==> config.mk <==
export PLATFORM = sky130hd
export DESIGN_NAME = swc_top
export DESIGN_NICKNAME = d
export VERILOG_FILES = /design/src/rtl/swc_pkg.sv /design/src/rtl/swc_debounce.sv /design/src/rtl/swc_top.sv
export SDC_FILE = /design/constraint.sdc
export NUM_CORES = 1
export LEC_CHECK = 0
export BUFFER_PORTS_ARGS = -buffer_cell sky130_fd_sc_hd__clkbuf_2
export CORE_MARGIN = 2
export CORE_UTILIZATION = 56
export CTS_CLUSTER_SIZE = 28
export DETAILED_ROUTE_END_ITERATION = 7
export PLACE_DENSITY_LB_ADDON = 0.2
export SLEW_MARGIN = 20
export SYNTH_ARGS = -nofsm -noshare
export SYNTH_HDL_FRONTEND = slang
export SYNTH_SLANG_ARGS = --single-unit
export TNS_END_PERCENT = 100
==> constraint.sdc <==
create_clock -name clk_i -period 4 [get_ports clk_i]
set_input_delay 0.2 -clock clk_i [delete_from_list [all_inputs] [get_ports clk_i]]
set_output_delay 0.2 -clock clk_i [all_outputs]
set_load 0.005 [all_outputs]
==> src/rtl/swc_pkg.sv <==
// Package: register map, fields, reset values and timing for the shutdown/wake controller
package swc_pkg;
  localparam logic [7:0] SWC_OFS_CMD = 8'h00;
  localparam logic [7:0] SWC_OFS_CFG = 8'h04;
  localparam logic [7:0] SWC_OFS_STAT = 8'h08;
  localparam logic [7:0] SWC_OFS_IMASK = 8'h0C;
  localparam logic [7:0] SWC_OFS_CTRL = 8'h10;
  localparam logic [7:0] SWC_KEY = 8'hA5;
  localparam int SWC_KEY_LSB = 24;
  localparam int SWC_OFF_BIT = 0;
  localparam int SWC_MODE_LSB = 0;
  localparam int SWC_CNT_LSB = 4;
  localparam int SWC_ALM_EN_BIT = 17;
  localparam int SWC_PIN_FLAG_BIT = 0;
  localparam int SWC_ALM_FLAG_BIT = 17;
  localparam logic [1:0] SWC_MODE_RST = 2'h3;
  localparam logic [3:0] SWC_CNT_RST = 4'h0;
  localparam logic [1:0] SWC_MODE_OFF = 2'h0;
  localparam logic [1:0] SWC_MODE_RISE = 2'h1;
  localparam logic [1:0] SWC_MODE_FALL = 2'h2;
  localparam logic [1:0] SWC_MODE_ANY = 2'h3;
  localparam int SWC_SLOW_HZ = 32768;
  localparam int SWC_CLK_HZ = 25000000;
  localparam int SWC_SLOW_DIV = SWC_CLK_HZ / SWC_SLOW_HZ;
  localparam int SWC_OFF_DELAY = 2;
  localparam int SWC_UNIT = 16;
  localparam logic [3:0] SWC_ACK_DELAY = 4'h0;
  typedef enum logic [2:0] {
    SWC_ST_RUN = 3'b001,
    SWC_ST_ARM = 3'b010,
    SWC_ST_OFF = 3'b100
  } swc_state_t;
endpackage

==> src/rtl/swc_debounce.sv <==
// Wake pin transition detector and debounce counter
`timescale 1ns/100ps
module swc_debounce #(
  parameter int CNT_W = 4,
  parameter int UNIT = 16
) (
  input wire logic clk_i,
  input wire logic sys_rst_i,
  input wire logic tick_i,
  input wire logic pin_i,
  input wire logic [1:0] mode_i,
  input wire logic [CNT_W-1:0] count_i,
  output logic event_o
);
  localparam int TW = CNT_W + 8;
  logic s1_r;
  logic s2_r;
  logic s3_r;
  logic run_r;
  logic [TW-1:0] cnt_r;
  wire logic rise = s2_r & ~s3_r;
  wire logic fall = ~s2_r & s3_r;
  wire logic chg = rise | fall;
  wire logic hit = (mode_i == swc_pkg::SWC_MODE_RISE && rise)
    || (mode_i == swc_pkg::SWC_MODE_FALL && fall)
    || (mode_i == swc_pkg::SWC_MODE_ANY && chg);
  wire logic [TW-1:0] target = TW'(count_i) * TW'(UNIT);
  wire logic done = run_r && (cnt_r >= target);

  // Synchroniser, counter and event pulse on slow ticks
  always_ff @(posedge clk_i)
  begin
    if (sys_rst_i)
    begin
      s1_r <= 1'b0;
      s2_r <= 1'b0;
      s3_r <= 1'b0;
      run_r <= 1'b0;
      cnt_r <= '0;
      event_o <= 1'b0;
    end
    else
    begin
      event_o <= 1'b0;
      if (tick_i)
      begin
        s1_r <= pin_i;
        s2_r <= s1_r;
        s3_r <= s2_r;
        if (hit)
        begin
          run_r <= 1'b1;
          cnt_r <= '0;
        end
        else if (chg || mode_i == swc_pkg::SWC_MODE_OFF)
        begin
          run_r <= 1'b0;
          cnt_r <= '0;
        end
        else if (done)
        begin
          run_r <= 1'b0;
          event_o <= 1'b1;
        end
        else if (run_r)
          cnt_r <= cnt_r + 1'b1;
      end
    end
  end
endmodule

==> src/rtl/swc_top.sv <==
// Shutdown/wake controller top with classic Wishbone slave
//
// The implementer's own choice: the Wishbone register port.
`timescale 1ns/100ps
module swc_top #(
  parameter int SLOW_DIV = swc_pkg::SWC_SLOW_DIV
) (
  input wire logic clk_i,
  input wire logic sys_rst_i,
  input wire logic wb_cyc_i,
  input wire logic wb_stb_i,
  input wire logic wb_we_i,
  input wire logic [7:0] wb_adr_i,
  input wire logic [3:0] wb_sel_i,
  input wire logic [31:0] wb_dat_i,
  output logic [31:0] wb_dat_o,
  output logic wb_ack_o,
  input wire logic wake_input_pin_i,
  input wire logic alarm_i,
  output logic power_off_output_o,
  output logic irq_o
);
  // ********************************
  // Slow clock tick divider
  // ********************************
  logic [15:0] div_r;
  logic tick_r;
  wire logic div_end = (div_r == 16'(SLOW_DIV - 1));

  // Free-running divider, never gated
  always_ff @(posedge clk_i)
  begin
    if (sys_rst_i)
    begin
      div_r <= '0;
      tick_r <= 1'b0;
    end
    else
    begin
      div_r <= div_end ? 16'h0000 : div_r + 16'h0001;
      tick_r <= div_end;
    end
  end

  // ********************************
  // Wishbone decode
  // ********************************
  // Byte lanes of the key, the low fields and the alarm fields
  localparam int LANE_W = 8;
  localparam int KEY_LANE = swc_pkg::SWC_KEY_LSB / LANE_W;
  localparam int LOW_LANE = swc_pkg::SWC_OFF_BIT / LANE_W;
  localparam int ALM_LANE = swc_pkg::SWC_ALM_EN_BIT / LANE_W;

  // Register state shared by decode and read-back
  logic [1:0] mode_r;
  logic [3:0] cnt_r;
  logic alm_en_r;
  logic pin_flag_r;
  logic alm_flag_r;
  logic [1:0] mask_r;
  logic [31:0] rdat;

  // Request qualification, once per bus cycle
  wire logic req = wb_cyc_i & wb_stb_i & ~wb_ack_o;
  wire logic wr = req & wb_we_i;
  wire logic rd = req & ~wb_we_i;

  // Address decode
  wire logic sel_cmd = (wb_adr_i == swc_pkg::SWC_OFS_CMD);
  wire logic sel_cfg = (wb_adr_i == swc_pkg::SWC_OFS_CFG);
  wire logic sel_stat = (wb_adr_i == swc_pkg::SWC_OFS_STAT);
  wire logic sel_mask = (wb_adr_i == swc_pkg::SWC_OFS_IMASK);
  wire logic sel_ctrl = (wb_adr_i == swc_pkg::SWC_OFS_CTRL);

  // Keyed command and clear-on-read strobes
  wire logic key_ok = wb_sel_i[KEY_LANE]
    && (wb_dat_i[swc_pkg::SWC_KEY_LSB +: LANE_W] == swc_pkg::SWC_KEY);
  wire logic cmd_go = wr && sel_cmd && key_ok && wb_sel_i[LOW_LANE]
    && wb_dat_i[swc_pkg::SWC_OFF_BIT];
  wire logic stat_rd = rd && sel_stat;

  // Read-back words
  wire logic [31:0] cfg_word = {14'h0000, alm_en_r, 9'h000, cnt_r, 2'h0, mode_r};
  wire logic [31:0] stat_word = {14'h0000, alm_flag_r, 16'h0000, pin_flag_r};
  wire logic [31:0] mask_word = {14'h0000, mask_r[1], 16'h0000, mask_r[0]};
  wire logic [31:0] ctrl_word = {31'h00000000, power_off_output_o};

  // Read data select, unmapped reads as zero
  assign rdat = sel_cfg ? cfg_word :
                sel_stat ? stat_word :
                sel_mask ? mask_word :
                sel_ctrl ? ctrl_word : 32'h00000000;

  // Single-cycle acknowledge, one cycle after the request
  always_ff @(posedge clk_i)
  begin
    if (sys_rst_i)
    begin
      wb_ack_o <= 1'b0;
    end
    else
    begin
      wb_ack_o <= req;
    end
  end

  // Read data, stands only in the acknowledge cycle
  always_ff @(posedge clk_i)
  begin
    if (sys_rst_i)
    begin
      wb_dat_o <= 32'h00000000;
    end
    else
    begin
      wb_dat_o <= rd ? rdat : 32'h00000000;
    end
  end

  // Configuration writes, per byte lane
  always_ff @(posedge clk_i)
  begin
    if (sys_rst_i)
    begin
      mode_r <= swc_pkg::SWC_MODE_RST;
      cnt_r <= swc_pkg::SWC_CNT_RST;
      alm_en_r <= 1'b0;
    end
    else if (wr && sel_cfg)
    begin
      if (wb_sel_i[LOW_LANE])
      begin
        mode_r <= wb_dat_i[swc_pkg::SWC_MODE_LSB +: 2];
        cnt_r <= wb_dat_i[swc_pkg::SWC_CNT_LSB +: 4];
      end
      if (wb_sel_i[ALM_LANE])
        alm_en_r <= wb_dat_i[swc_pkg::SWC_ALM_EN_BIT];
    end
  end

  // Interrupt mask writes, same layout as status
  always_ff @(posedge clk_i)
  begin
    if (sys_rst_i)
      mask_r <= 2'h0;
    else if (wr && sel_mask)
    begin
      if (wb_sel_i[LOW_LANE])
        mask_r[0] <= wb_dat_i[swc_pkg::SWC_PIN_FLAG_BIT];
      if (wb_sel_i[ALM_LANE])
        mask_r[1] <= wb_dat_i[swc_pkg::SWC_ALM_FLAG_BIT];
    end
  end

  // ********************************
  // Wake sources
  // ********************************
  logic pin_evt;
  logic a1_r;
  logic a2_r;
  logic a3_r;

  // Pin transition detector and debounce counter
  swc_debounce #(
    .CNT_W(4),
    .UNIT(swc_pkg::SWC_UNIT)
  ) u_deb (
    .clk_i(clk_i),
    .sys_rst_i(sys_rst_i),
    .tick_i(tick_r),
    .pin_i(wake_input_pin_i),
    .mode_i(mode_r),
    .count_i(cnt_r),
    .event_o(pin_evt)
  );

  // Alarm synchroniser on slow ticks
  always_ff @(posedge clk_i)
  begin
    if (sys_rst_i)
    begin
      a1_r <= 1'b0;
      a2_r <= 1'b0;
      a3_r <= 1'b0;
    end
    else if (tick_r)
    begin
      a1_r <= alarm_i;
      a2_r <= a1_r;
      a3_r <= a2_r;
    end
  end

  // Alarm edge gated by its enable, merged wake request
  wire logic alm_evt = tick_r & a2_r & ~a3_r & alm_en_r;
  wire logic wake = pin_evt | alm_evt;

  // Sticky flags, set wins over read clear
  always_ff @(posedge clk_i)
  begin
    if (sys_rst_i)
    begin
      pin_flag_r <= 1'b0;
      alm_flag_r <= 1'b0;
    end
    else
    begin
      pin_flag_r <= pin_evt | (pin_flag_r & ~stat_rd);
      alm_flag_r <= alm_evt | (alm_flag_r & ~stat_rd);
    end
  end

  // ********************************
  // Power-off sequencer
  // ********************************
  // Sequencer state, arming delay and next output level
  swc_pkg::swc_state_t state_r;
  swc_pkg::swc_state_t state_nxt;
  logic [1:0] dly_r;
  logic [1:0] dly_nxt;
  logic off_nxt;

  // Next state: arm, count two ticks, hold until wake
  always_comb
  begin
    state_nxt = state_r;
    dly_nxt = dly_r;
    off_nxt = power_off_output_o;
    case (state_r)
      swc_pkg::SWC_ST_RUN:
      begin
        if (cmd_go)
        begin
          state_nxt = swc_pkg::SWC_ST_ARM;
          dly_nxt = 2'h0;
        end
      end
      swc_pkg::SWC_ST_ARM:
      begin
        if (tick_r)
        begin
          dly_nxt = dly_r + 2'h1;
          if (dly_r == 2'(swc_pkg::SWC_OFF_DELAY - 1))
          begin
            state_nxt = swc_pkg::SWC_ST_OFF;
            off_nxt = 1'b1;
          end
        end
      end
      swc_pkg::SWC_ST_OFF:
      begin
        if (wake)
        begin
          state_nxt = swc_pkg::SWC_ST_RUN;
          off_nxt = 1'b0;
        end
      end
      default:
      begin
        state_nxt = swc_pkg::SWC_ST_RUN;
        off_nxt = 1'b0;
      end
    endcase
  end

  // Sequencer registers
  always_ff @(posedge clk_i)
  begin
    if (sys_rst_i)
    begin
      state_r <= swc_pkg::SWC_ST_RUN;
      dly_r <= 2'h0;
      power_off_output_o <= 1'b0;
    end
    else
    begin
      state_r <= state_nxt;
      dly_r <= dly_nxt;
      power_off_output_o <= off_nxt;
    end
  end

  // ********************************
  // Interrupt output
  // ********************************
  wire logic irq_nxt = (pin_flag_r & mask_r[0]) | (alm_flag_r & mask_r[1]);

  // Level interrupt, one clock behind the flags
  always_ff @(posedge clk_i)
  begin
    if (sys_rst_i)
      irq_o <= 1'b0;
    else
      irq_o <= irq_nxt;
  end
endmodule

==> impl_metrics.yaml <==
flow_run:
  maxCapViolCount: 0
clocking:
  htreeDepth: 3
  hold_buffers: 0
  insertion_delay_ns: 0.33
  root_buffer: "clkbuf_8"
  cts_resized: 0
  clk_pin_slew_ns: 0.07
  clockBufferDepth: 2
  cts_tree: "done"
  clock-sinks: 63
  cts_buffers: 9
  postCtsSetupRepairBufs: 0
pwr:
  powerDensity_mw_per_mm2: 334
  power_w: 0.00115
  p_leak_nw: 1.41
  vdd_drop_max_v: 0.000283
worst_setup_path:
  arrival_ns: 2.46
  path_max_fanout: 9
  crit_required_ns: 4.26
  cp-start-kind: "flip-flop"
  end_kind: "flip-flop"
  crit_type: "flip-flop to flip-flop"
synthesis:
  yosys_warnings: 0
  synth-async-reset-ratio_pct: 0
  ys_ff_latch: 63
  synth_top_cells_by_count: "dfxtp_1, nor2_1, buf_4"
  syn_area_per_cell_sq_um: 8.77
  synthTopCellsByArea: "dfxtp_1, buf_4, nor2_1"
  yosys.area.top_type_share_pct: 40.3
  yosysSeqAreaShare_pct: 40.3
  synth_cells: 357
  ys.flop_type: "dfxtp_1"
  yosysMostFrequentCell: "dfxtp_1"
  synth_edf_count: 0
  synth_cell_type_count: 53
  yosysTopAreaCell: "dfxtp_1"
  netlist_area_sq_mm: 0.00313
floorplanning:
  die_area_sq_mm: 0.00621
  die_h_um: 78.8
  core_area_sq_mm: 0.00544
  io_pins: 86
  die_x_um: 78.8
  std_cell_rows: 27
  start_util_pct: 57.6
placed_design:
  place_congestion: 0.801
  place_hpwl_um: 4180
  placed_cells: 460
  io_buffers: 42
drt:
  first_iter_violations: 71
  vias_per_cell: 5.25
  vias: 2492
  ant_nets: 0
  wl_per_cell_um: 12.1
  drcViolationCount: 0
  firstDrtPassIters: 4
  wl_um: 5750
timing:
  maxSlewViolCount: 0
  slew_headroom_pct: 53.0
  setup_violations: 0
  min_period_over_period_pct: 54.8
  rsz0062_at_grt: "false"
  finClkSkew_ns: 0.00794
  worst_pin_slew_ns: 0.705
  fin_tns_setup_ns: 0
  min_period_ns: 2.19
  fin_hold_ws_ns: 0.0977
  max_freq_mhz: 456
  hold_viol_final: 0
grt:
  antenna_found_initial: 0
  grt_pass1_wl_um: 9510
  grt_overflow_total: 0
  global_route.usage.total_pct: 19.3
  first_global_vias: 2126
  grt_max_degree: 36
final_layout:
  drive_gt1_share_pct: 16.1
  fin_nets: 461
  fin_util_pct: 63.5
  insertedDiodeCount: 0
  finalNonFillerCells: 475
  syn_to_final_growth_pct: 10.3
run_status:
  status: "completed"
worst_hold_path:
  hold_path.class: "input port to flip-flop"
layer usage:
layer	global-route usage, %	share of wire [%]	vias up	wire length (um)
li1	-	-	1287	-
met1	25.4	48	1125	2780
met2	30.3	44	75	2520
met3	6.02	6.9	5	397
met4	6.32	0.70	0	40
met5	0	0	-	0
placed cells by master (no fill, tap or decap), drive strengths merged, types with 4 or more instances in the layout:
master	n
dfxtp	63
clkbuf	52
nor2	50
conb	25
nand3	24
nand2	17
mux2i	16
inv	15
a21oi	14
nor3	12
ha	11
xor2	10
nand4	7
xnor2	7
and3	7
clkinv	6
nand2b	5
nor4	5
and2	5
nor2b	4
or3	4
critical path, cell delays in order, from the launching register on:
cell	delay, ns
dfxtp_1	0.33
inv_1	0.06
ha_1	0.34
a2111o_1	0.51
clkinv_2	0.10
nand3_4	0.11
or4_1	0.52
a21oi_1	0.15
path summary, 6_finish.rpt:
check | startpoint | endpoint | slack [ns] | depth (start not counted)
setup / recovery | cnt_r[3] | u_deb.cnt_r[5] | 1.81 | 7
hold / removal | wb_dat_i[4] | cnt_r[0] | 0.1 | 3
setup reg to reg | cnt_r[3] | u_deb.cnt_r[5] | 1.81 | 7
hold reg to reg | u_deb.cnt_r[9] | u_deb.cnt_r[9] | 0.47 | 1
power by group:
part	internal (W)	total, W	leakage, nW	switching [W]
sequential	0.000630	0.000633	0.508	0.00000313
combinational	0.0000203	0.0000513	0.811	0.0000310
clock	0.000232	0.000468	0.0914	0.000236
total	0.000883	0.00115	1.41	0.000270
cell families (layout without fill, tap and decap cells):
kind of cell,count (synthesis),after routing,synth area share (%)
XOR/XNOR,17,17,4.75
multiplexers,16,16,5.11
buffers and inverters,51,73,9.27
AND/OR/NAND/NOR,158,158,27.4
adder cells (fa/ha/maj),11,11,4.39
AO/OA/AOI/OAI,40,40,8.63
other,1,25,0.120
flip-flops,63,63,40.3
registers in the layout (all words and copies together), names as in the netlist, 2 cells and up:
name	count
state_r	3
div_r	16
mode_r	2
wb_dat_o	7
u_deb.cnt_r	12
mask_r	2
cnt_r	4
dly_r	2
layout make-up:
class,count,area (sq um)
Inverter,16,61.3
Fill cell,482,1980
Tap cell,72,90.1
Clock inverter,5,25.0
Multi-Input combinational cell,267,1670
Clock buffer,10,138
Sequential cell,63,1260
Timing Repair Buffer,42,210
metrics by stage:
| step | worst slack (ns) | cell area (sq um) |
|---|---|---|
| 6_report | 1.81 | 3460 |
| 3_3_place_gp | 1.86 | 3290 |
| 3_5_place_dp | 1.83 | 3290 |
| 5_1_grt | 1.71 | 3460 |
| 2_1_floorplan | 1.98 | 3220 |
| 4_1_cts | 1.81 | 3460 |
No activity file was read; power rests on OpenSTA's default activity.
